--- config.mk ---
export PLATFORM = sky130hd
export DESIGN_NAME = tlel_limit_event
export DESIGN_NICKNAME = d
export VERILOG_FILES = /design/src/rtl/tlel_pin_sync.v /design/src/rtl/tlel_limit_event.v
export VERILOG_INCLUDE_DIRS = /design/src /design/src/pkg
export SDC_FILE = /design/constraint.sdc
export NUM_CORES = 1
export LEC_CHECK = 0
export ABC_AREA = 1
export BUFFER_PORTS_ARGS = -buffer_cell sky130_fd_sc_hd__buf_2
export CORE_ASPECT_RATIO = 1.75
export CORE_MARGIN = 2
export CORE_UTILIZATION = 51
export CTS_CLUSTER_SIZE = 25
export DETAILED_ROUTE_END_ITERATION = 6
export PLACE_DENSITY = 0.8
export SLEW_MARGIN = 15
export SYNTH_ARGS = -nofsm -noshare
export SYNTH_HDL_FRONTEND = slang
export SYNTH_HIERARCHICAL = 1
export SYNTH_SLANG_ARGS = --single-unit
--- constraint.sdc ---
create_clock -name clock -period 6.4 [get_ports clock]
set_input_delay 1.28 -clock clock [delete_from_list [all_inputs] [get_ports clock]]
set_output_delay 1.28 -clock clock [all_outputs]
set_load 0.05 [all_outputs]
--- src/pkg/tlel_consts.vh ---
`ifndef TLEL_CONSTS_VH
`define TLEL_CONSTS_VH

// Register pointer offsets
`define TLEL_ADDR_CONFIG        4'h1
`define TLEL_ADDR_HIGH_LIMIT    4'h2
`define TLEL_ADDR_LOW_LIMIT     4'h3
`define TLEL_ADDR_CRIT_LIMIT    4'h4
`define TLEL_ADDR_AMBIENT       4'h5

// Configuration field positions
`define TLEL_CFG_HYSTERESIS_SELECT_HI        10
`define TLEL_CFG_HYSTERESIS_SELECT_LO        9
`define TLEL_CFG_POWER_DOWN     8
`define TLEL_CFG_CRIT_FREEZE    7
`define TLEL_CFG_LIMIT_FREEZE   6
`define TLEL_CFG_CLEAR          5
`define TLEL_CFG_ACTIVE_FLAG    4
`define TLEL_CFG_ALERT_ENABLE   3
`define TLEL_CFG_CRIT_ONLY      2
`define TLEL_CFG_POLARITY       1
`define TLEL_CFG_MODE           0

// Ambient status field positions
`define TLEL_AMB_OVER_CRIT      15
`define TLEL_AMB_OVER_HIGH      14
`define TLEL_AMB_UNDER_LOW      13

// Reset values and masks
`define TLEL_LIMIT_RESET        16'h0000
`define TLEL_LIMIT_MASK         16'h1FFC
`define TLEL_AMBIENT_RESET      13'h0000
`define TLEL_HYSTERESIS_SELECT_RESET         2'h0

// Hysteresis widths in ambient LSBs of 1/16 degree
`define TLEL_HYSTERESIS_SELECT_NONE          15'h0000
`define TLEL_HYSTERESIS_SELECT_1P5           15'h0018
`define TLEL_HYSTERESIS_SELECT_3P0           15'h0030
`define TLEL_HYSTERESIS_SELECT_6P0           15'h0060

// Fraction masks per resolution setting
`define TLEL_RES_MASK_9BIT      13'h1FF8
`define TLEL_RES_MASK_10BIT     13'h1FFC
`define TLEL_RES_MASK_11BIT     13'h1FFE
`define TLEL_RES_MASK_12BIT     13'h1FFF

`endif

--- src/rtl/tlel_pin_sync.v ---
`timescale 1ns/1ns
module tlel_pin_sync
(
    // Clock and reset
    input  wire        clock,
    input  wire        nrst,
    // Asynchronous pin
    input  wire        pinIn,
    // Rising edge strobe, one cycle
    output wire        riseStrobe
);

    reg stage1_reg;
    reg stage2_reg;
    reg stage3_reg;
    reg level_reg;
    reg rise_reg;

    // Three-stage chain; only stage2 and stage3 are compared, stage1 only feeds stage2
    always @(posedge clock or negedge nrst)
    begin
        if (!nrst)
        begin
            stage1_reg <= 1'b0;
            stage2_reg <= 1'b0;
            stage3_reg <= 1'b0;
            level_reg  <= 1'b0;
            rise_reg   <= 1'b0;
        end
        else
        begin
            stage1_reg <= pinIn;
            stage2_reg <= stage1_reg;
            stage3_reg <= stage2_reg;
            // Level only moves once the last two stages agree
            if (stage2_reg == stage3_reg)
                level_reg <= stage3_reg;
            rise_reg <= (stage2_reg == stage3_reg) && stage3_reg && !level_reg;
        end
    end

    assign riseStrobe = rise_reg;

endmodule

--- src/rtl/tlel_limit_event.v ---
// What this block does
// Writing one to critical freeze bit blocks critical limit writes until power-on reset.
// Writing one to limit freeze bit blocks high and low limit writes until reset.
// Clear bit in interrupt mode releases alert until new condition; reads zero.
// Clear is ignored in comparator mode and while critical condition holds.
// Alert active flag reads one while the alert pin is asserted.
// Alert enable bit zero keeps the alert pin from ever asserting.
// Either freeze bit blocks changes to enable, polarity and mode bits.
// Critical-only select picks critical-only alerts; locked by limit freeze.
// Polarity bit chooses asserted pin level: zero low, one high.
// Mode bit chooses comparator (zero) or interrupt (one) alert behaviour.
// Limits hold sign plus ten bits in 12:2; other bits unused.
// Ambient value sits in bits 12:0, lowest bit one sixteenth degree.
// Fraction bits below selected resolution read as zero.
// Over-critical flag sets above critical, clears below critical minus hysteresis.
// Over-high flag sets above high, clears at or below high minus hysteresis.
// Under-low flag sets below low minus hysteresis, clears at or above low.
// Two-bit hysteresis select: none, 1.5, 3.0, 6.0 degrees for all comparisons.
// Power-down stops temperature updates and suppresses all alert events.
// Comparator mode alert follows enabled status flags directly.
// Interrupt mode alert holds while over-critical flag is set.
`timescale 1ns/1ns
`include "tlel_consts.vh"
module tlel_limit_event
(
    // Clock and reset
    input  wire        clock,
    input  wire        nrst,
    // Register port from the serial engine
    input  wire [3:0]  regAddr,
    input  wire        regWrite,
    input  wire [15:0] regWdata,
    output wire [15:0] regRdata,
    // Converter sample
    input  wire        sampleClk,
    input  wire [12:0] sampleData,
    input  wire [1:0]  resolutionReport,
    // Open-drain alert pin
    input  wire        alertPinIn,
    output wire        alertPinOut,
    output wire        alertPinOe
);

    // Configuration state
    reg [1:0]  hysteresisSelect_reg;
    reg        sensorPowerDown_reg;
    reg        criticalLimitFreeze_reg;
    reg        limitFreeze_reg;
    reg        alertEnable_reg;
    reg        criticalOnlySelect_reg;
    reg        alertPolarity_reg;
    reg        alertMode_reg;
    // Limits and ambient
    reg [15:0] highLimit_reg;
    reg [15:0] lowLimit_reg;
    reg [15:0] criticalLimit_reg;
    reg [12:0] ambientValue_reg;
    reg [12:0] dataStage1_reg;
    reg [12:0] dataStage2_reg;
    reg        flagUpdate_reg;
    // Status and alert
    reg        overCriticalFlag_reg;
    reg        overHighFlag_reg;
    reg        underLowFlag_reg;
    reg [2:0]  qualPrev_reg;
    reg        irqLatch_reg;
    reg        alertActiveFlag_reg;
    reg        pinOut_reg;
    reg        pinOe_reg;
    reg [15:0] rdata_reg;

    wire       sampleRise;
    wire       anyFreeze;
    wire       cfgWrite;
    wire       clearReq;
    wire [2:0] qualVec;
    wire       newEvent;
    wire       alertNext;
    wire       pinLevel;
    reg        irqLatch_next;
    reg        overCritical_next;
    reg        overHigh_next;
    reg        underLow_next;
    reg [15:0] rdata_next;
    reg [14:0] hystWidth;
    reg [14:0] ambExt;
    reg [14:0] critExt;
    reg [14:0] highExt;
    reg [14:0] lowExt;

    // Sign-extend a 13-bit reading to 15 bits so subtraction cannot wrap
    function [14:0] tlel_ext;
        input [12:0] value;
        begin
            tlel_ext = {{2{value[12]}}, value};
        end
    endfunction

    // Resolution to fraction mask
    function [12:0] tlel_res_mask;
        input [1:0] res;
        begin
            case (res)
                2'h0:    tlel_res_mask = `TLEL_RES_MASK_9BIT;
                2'h1:    tlel_res_mask = `TLEL_RES_MASK_10BIT;
                2'h2:    tlel_res_mask = `TLEL_RES_MASK_11BIT;
                default: tlel_res_mask = `TLEL_RES_MASK_12BIT;
            endcase
        end
    endfunction

    // Converter strobe arrives from another domain
    tlel_pin_sync u_sample_sync
    (
        .clock      (clock),
        .nrst       (nrst),
        .pinIn      (sampleClk),
        .riseStrobe (sampleRise)
    );

    assign anyFreeze = criticalLimitFreeze_reg | limitFreeze_reg;
    assign cfgWrite  = regWrite && (regAddr == `TLEL_ADDR_CONFIG);

    // Configuration writes with freeze protection
    always @(posedge clock or negedge nrst)
    begin
        if (!nrst)
        begin
            hysteresisSelect_reg    <= `TLEL_HYSTERESIS_SELECT_RESET;
            sensorPowerDown_reg     <= 1'b0;
            criticalLimitFreeze_reg <= 1'b0;
            limitFreeze_reg         <= 1'b0;
            alertEnable_reg         <= 1'b0;
            criticalOnlySelect_reg  <= 1'b0;
            alertPolarity_reg       <= 1'b0;
            alertMode_reg           <= 1'b0;
        end
        else if (cfgWrite)
        begin
            // Freeze bits are sticky; only reset clears them
            if (regWdata[`TLEL_CFG_CRIT_FREEZE])
                criticalLimitFreeze_reg <= 1'b1;
            if (regWdata[`TLEL_CFG_LIMIT_FREEZE])
                limitFreeze_reg <= 1'b1;
            if (!anyFreeze)
            begin
                alertEnable_reg      <= regWdata[`TLEL_CFG_ALERT_ENABLE];
                alertPolarity_reg    <= regWdata[`TLEL_CFG_POLARITY];
                alertMode_reg        <= regWdata[`TLEL_CFG_MODE];
                hysteresisSelect_reg <= regWdata[`TLEL_CFG_HYSTERESIS_SELECT_HI:`TLEL_CFG_HYSTERESIS_SELECT_LO];
            end
            if (!limitFreeze_reg)
                criticalOnlySelect_reg <= regWdata[`TLEL_CFG_CRIT_ONLY];
            // Power-down may always be cleared, but set only while unfrozen
            if (!regWdata[`TLEL_CFG_POWER_DOWN] || !anyFreeze)
                sensorPowerDown_reg <= regWdata[`TLEL_CFG_POWER_DOWN];
        end
    end

    // Limit registers; unused bits are never stored
    always @(posedge clock or negedge nrst)
    begin
        if (!nrst)
        begin
            highLimit_reg     <= `TLEL_LIMIT_RESET;
            lowLimit_reg      <= `TLEL_LIMIT_RESET;
            criticalLimit_reg <= `TLEL_LIMIT_RESET;
        end
        else if (regWrite)
        begin
            if (regAddr == `TLEL_ADDR_HIGH_LIMIT && !limitFreeze_reg)
                highLimit_reg <= regWdata & `TLEL_LIMIT_MASK;
            if (regAddr == `TLEL_ADDR_LOW_LIMIT && !limitFreeze_reg)
                lowLimit_reg <= regWdata & `TLEL_LIMIT_MASK;
            if (regAddr == `TLEL_ADDR_CRIT_LIMIT && !criticalLimitFreeze_reg)
                criticalLimit_reg <= regWdata & `TLEL_LIMIT_MASK;
        end
    end

    // Ambient capture; data pipelined so it settles while the strobe syncs
    always @(posedge clock or negedge nrst)
    begin
        if (!nrst)
        begin
            dataStage1_reg   <= `TLEL_AMBIENT_RESET;
            dataStage2_reg   <= `TLEL_AMBIENT_RESET;
            ambientValue_reg <= `TLEL_AMBIENT_RESET;
            flagUpdate_reg   <= 1'b0;
        end
        else
        begin
            dataStage1_reg <= sampleData;
            dataStage2_reg <= dataStage1_reg;
            flagUpdate_reg <= sampleRise && !sensorPowerDown_reg;
            if (sampleRise && !sensorPowerDown_reg)
                ambientValue_reg <= dataStage2_reg & tlel_res_mask(resolutionReport);
        end
    end

    // Hysteresis and comparison thresholds
    always @*
    begin
        case (hysteresisSelect_reg)
            2'h0:    hystWidth = `TLEL_HYSTERESIS_SELECT_NONE;
            2'h1:    hystWidth = `TLEL_HYSTERESIS_SELECT_1P5;
            2'h2:    hystWidth = `TLEL_HYSTERESIS_SELECT_3P0;
            default: hystWidth = `TLEL_HYSTERESIS_SELECT_6P0;
        endcase
        ambExt  = tlel_ext(ambientValue_reg);
        critExt = tlel_ext(criticalLimit_reg[12:0]);
        highExt = tlel_ext(highLimit_reg[12:0]);
        lowExt  = tlel_ext(lowLimit_reg[12:0]);
    end

    // Status flags with hysteresis; between thresholds a flag holds
    always @*
    begin
        overCritical_next = overCriticalFlag_reg;
        overHigh_next     = overHighFlag_reg;
        underLow_next     = underLowFlag_reg;
        if ($signed(ambExt) > $signed(critExt))
            overCritical_next = 1'b1;
        else if ($signed(ambExt) < $signed(critExt - hystWidth))
            overCritical_next = 1'b0;
        if ($signed(ambExt) > $signed(highExt))
            overHigh_next = 1'b1;
        else if ($signed(ambExt) <= $signed(highExt - hystWidth))
            overHigh_next = 1'b0;
        if ($signed(ambExt) < $signed(lowExt - hystWidth))
            underLow_next = 1'b1;
        else if ($signed(ambExt) >= $signed(lowExt))
            underLow_next = 1'b0;
    end

    // Flags only move after a fresh reading
    always @(posedge clock or negedge nrst)
    begin
        if (!nrst)
        begin
            overCriticalFlag_reg <= 1'b0;
            overHighFlag_reg     <= 1'b0;
            underLowFlag_reg     <= 1'b0;
        end
        else if (flagUpdate_reg)
        begin
            overCriticalFlag_reg <= overCritical_next;
            overHighFlag_reg     <= overHigh_next;
            underLowFlag_reg     <= underLow_next;
        end
    end

    // Conditions that may raise the alert
    assign qualVec = {overCriticalFlag_reg,
                      overHighFlag_reg & !criticalOnlySelect_reg,
                      underLowFlag_reg & !criticalOnlySelect_reg};
    assign newEvent = (|(qualVec & ~qualPrev_reg)) && alertEnable_reg && alertMode_reg && !sensorPowerDown_reg;
    // Clear is a write-only strobe, ignored in comparator mode or over critical
    assign clearReq = cfgWrite && regWdata[`TLEL_CFG_CLEAR] && alertMode_reg && !overCriticalFlag_reg;

    // Interrupt latch; a new event in the clear cycle wins
    always @*
    begin
        irqLatch_next = irqLatch_reg;
        if (newEvent)
            irqLatch_next = 1'b1;
        else if (clearReq || !alertMode_reg || !alertEnable_reg || sensorPowerDown_reg)
            irqLatch_next = 1'b0;
    end

    // Alert decision per mode
    assign alertNext = alertEnable_reg && !sensorPowerDown_reg &&
                       (alertMode_reg ? (irqLatch_next | overCriticalFlag_reg) : (|qualVec));
    assign pinLevel  = alertNext ? alertPolarity_reg : !alertPolarity_reg;

    // Alert state and pin; open drain drives only for a low level
    always @(posedge clock or negedge nrst)
    begin
        if (!nrst)
        begin
            qualPrev_reg        <= 3'h0;
            irqLatch_reg        <= 1'b0;
            alertActiveFlag_reg <= 1'b0;
            pinOut_reg          <= 1'b0;
            pinOe_reg           <= 1'b0;
        end
        else
        begin
            qualPrev_reg        <= qualVec;
            irqLatch_reg        <= irqLatch_next;
            alertActiveFlag_reg <= alertNext;
            pinOut_reg          <= 1'b0;
            pinOe_reg           <= !pinLevel;
        end
    end

    // Read data mux; unmapped pointers read zero
    always @*
    begin
        rdata_next = 16'h0000;
        case (regAddr)
            `TLEL_ADDR_CONFIG:
                rdata_next = {5'h00, hysteresisSelect_reg, sensorPowerDown_reg,
                              criticalLimitFreeze_reg, limitFreeze_reg, 1'b0,
                              alertActiveFlag_reg, alertEnable_reg, criticalOnlySelect_reg,
                              alertPolarity_reg, alertMode_reg};
            `TLEL_ADDR_HIGH_LIMIT: rdata_next = highLimit_reg;
            `TLEL_ADDR_LOW_LIMIT:  rdata_next = lowLimit_reg;
            `TLEL_ADDR_CRIT_LIMIT: rdata_next = criticalLimit_reg;
            `TLEL_ADDR_AMBIENT:
                rdata_next = {overCriticalFlag_reg, overHighFlag_reg, underLowFlag_reg, ambientValue_reg};
            default: rdata_next = 16'h0000;
        endcase
    end

    // Registered read data, one cycle behind the pointer
    always @(posedge clock or negedge nrst)
    begin
        if (!nrst)
            rdata_reg <= 16'h0000;
        else
            rdata_reg <= rdata_next;
    end

    assign regRdata    = rdata_reg;
    assign alertPinOut = pinOut_reg;
    assign alertPinOe  = pinOe_reg;

endmodule

==> results.md <==
* Seq/Total Area, Yosys at 42.7%
* Post_cts resized at 0
* CTS tree: yes
* Critical path startpoint category: flip-flop
* Antenna violations before repair at 0
* Top_reg_cell synth: dfrtp_1
* #FFs+latches synth at 112
* Total power at 2.13 mW
* Setup TNS at 0 ps
* Arrival @ worst endpoint at 3820 ps
* Grt ovf at 0
* Die area at 13,800 sq um
* Synth Area per Inst at 8.44 sq um
* CTS Sinks at 112
* Port buffer count at 52
* Worst-path cell chain: inv_1, ha_1, fa_1, o21ai_0, nand2_1, nor2_1, nand2_1, nand2_1, inv_1, ha_1, nand4_1, nor3_1, nand2_1, nand3_1, nand2_1, nand3_1, nand2_1
* Max-slew violation count at 0
* Hold Buf Count CTS at 0
* Initial Utilization at 52.5%
* DRC at 0
* Compound-Gate Fraction of Synth Area at 11.7%
* Largest family of logic cells by synthesized area: simple AND/OR/NAND/NOR gates
* Max-Cap Viols at 0
* Synth Area in Adders at 16.0%
* Ports at 58
* H-tree levels at 3
* Share of post-route cells with drive strength above 1 at 10.6%
* Final non-filler cell total at 1,002
* Number of flip-flops under the largest register name at 16
* Post-CTS setup buffer count at 0
* Final WL at 16,100 microns
* Worst path required time at 6640 ps
* XOR/XNOR Fraction of Synth Area at 2.80%
* Finished layout cell area at 7290 sq um
* Routed Antenna Nets at 0
* RSZ-0062 raised after global routing: false
* Simple-gate area share of the yosys netlist at 18.7%
* Post-route minimum period at 3580 ps
* Post-DR vias/cell at 5.47
* Worst-margin pin slew at 943 ps
* Cell Pwr Density at 292 nW/um^2
* Final Hold Viols at 0
* Core Util, Final at 58.3%
* # nets final at 951
* Maximum number of pins on one net before global-route repair at 79
* Post-synthesis mux area share at 0%
* Dpl ws at 2860 ps
* Slowest CP cell: dfrtp_1
* Crit path largest cell delay at 510 ps
* Fmax achieved at 280 MHz
* Skew-Pair Late Insertion Delay at 360 ps
* Max_slew headroom at 37.1%
* Mapped Nets at 899
* Bufs on Longest Clock Path at 2
* Hold slack final at 351 ps
* Number of global-route vias before repair at 5,497
* Fin worst setup slack at 2820 ps
* Synth Cell Area at 6560 sq um
* VDD IR max at 0.206 mV
* Setup Viol. Count Final at 0
* Post-synth EDFFs at 0
* Synth cell types at 39
* Final worst-path cycle share at 55.9%
* Min-Delay Path Class: reg2reg
* ANT cells at 0
* Drt pass-1 iters at 5
* GPL Wtd Cong at 1.00
* Placed Instance Area at 6990 sq um
* Post-DP HPWL at 12,500 microns
* Chip Height at 154 microns
* First-pass GRT wire length at 25,800 microns
* WL/cell at 16.0 microns
* Clk slew on worst S/H paths at 80 ps
* CTS buffer count at 9
* Leakage power at 3.76 nW
* WS Path Type: reg2reg
* Ys Warns at 6
* Cells after Synth at 777
* GRT Util Overall at 23.8%
* CP max FO at 6
* CP most frequent cell: nand2_1
* Status: completed
* Placement Rows at 54
* Root Buffer: clkbuf_16
* Inst Count DP at 986
* Clock Skew at 12.4 ps
* Core ar. at 12,500 sq um
* Asr flop ratio synth at 100%
* Area grow syn2layout at 11.1%
* Detailed-route via count at 5,476
* First DRT Iteration DRCs at 365
* Setup crit end kind: flip-flop
* Die W at 89.7 microns
[metal layers]
layer	wire, microns	GRT usage, %	vias up	part of all wire (%)
met4	825	13.8	0	5.1
li1	-	-	2627	-
met3	690	2.60	60	4.3
met2	8780	45.9	175	55
met1	5760	24.4	2614	36
met5	0	0	-	0
[cells in the mapped netlist (all sizes together), types with 3 or more instances]
| library cell | count | share of area [%] |
|---|---|---|
| a221oi | 7 | 0.93 |
| o2111ai | 3 | 0.40 |
| nor2 | 53 | 3.3 |
| nand4 | 14 | 1.3 |
| dfrtp | 112 | 43 |
| o21ai | 72 | 5.7 |
| xor2 | 19 | 2.5 |
| inv | 122 | 7.0 |
| a21oi | 36 | 3.0 |
| a21o | 3 | 0.34 |
| buf | 3 | 0.36 |
| nand3 | 30 | 2.3 |
| ha | 79 | 15 |
| nor3 | 7 | 0.71 |
| clkbuf | 11 | 0.63 |
| fa | 3 | 0.92 |
| o21bai | 5 | 0.57 |
| nand2 | 184 | 11 |
[kinds of logic (layout without fill, tap and decap cells)]
kind of cell / count (synthesis) / count (layout)
and+or+nand+nor: 292 / 292
xor gates and xnor gates: 21 / 21
other: 1 / 1
buffers and inverters: 136 / 193
DFF: 112 / 112
AOI/OAI and AO/OA: 133 / 133
adders and majority gates: 82 / 82
[where the power goes]
group / leakage, nW / switching [mW] / total [mW] / internal (mW)
clock network: 0.148 / 0.286 / 0.563 / 0.277
registers: 1.43 / 0.105 / 0.874 / 0.768
logic: 2.18 / 0.417 / 0.695 / 0.278
[worst paths after layout]
check | from | endpoint | slack (ps) | cells past startpoint
min in group asynchronous | nrst | regRdata[5] | 860 | 1
max reg2reg | hysteresisSelect_reg[0] | underLowFlag_reg | 2820 | 17
max | hysteresisSelect_reg[0] | underLowFlag_reg | 2820 | 17
min reg2reg | dataStage1_reg[9] | dataStage2_reg[9] | 350 | 0
max in group asynchronous | nrst | lowLimit_reg[11] | 4220 | 2
min | dataStage1_reg[9] | dataStage2_reg[9] | 350 | 0
[worst max-delay path: cells and delay by family (launching register included)]
family,cells,cell delay (ps)
fa+ha+maj,3,1230
simple gates,11,1260
flops,1,510
compound gates,1,350
buf+inv,2,120
[layout by cell type, fill, tap and decap left out, drive strengths merged, types with 4 or more instances in the layout]
master,count
nand2,184
clkinv,4
nand3,30
o21ai,72
nand4,14
nor2,53
xor2,19
buf,55
clkbuf,9
dfrtp,112
a21oi,36
o21bai,5
a221oi,7
ha,79
nor3,7
inv,125
[layout make-up]
type | instances | area, sq um
clock inverters | 7 | 75.1
repair buffers | 55 | 285
inverters | 122 | 458
well taps | 168 | 210
multi-input cells | 529 | 3240
flip-flops and latches | 112 | 2800
clock buffers | 9 | 225
fillers | 1117 | 5210
Power figures use the tool's default switching activity.
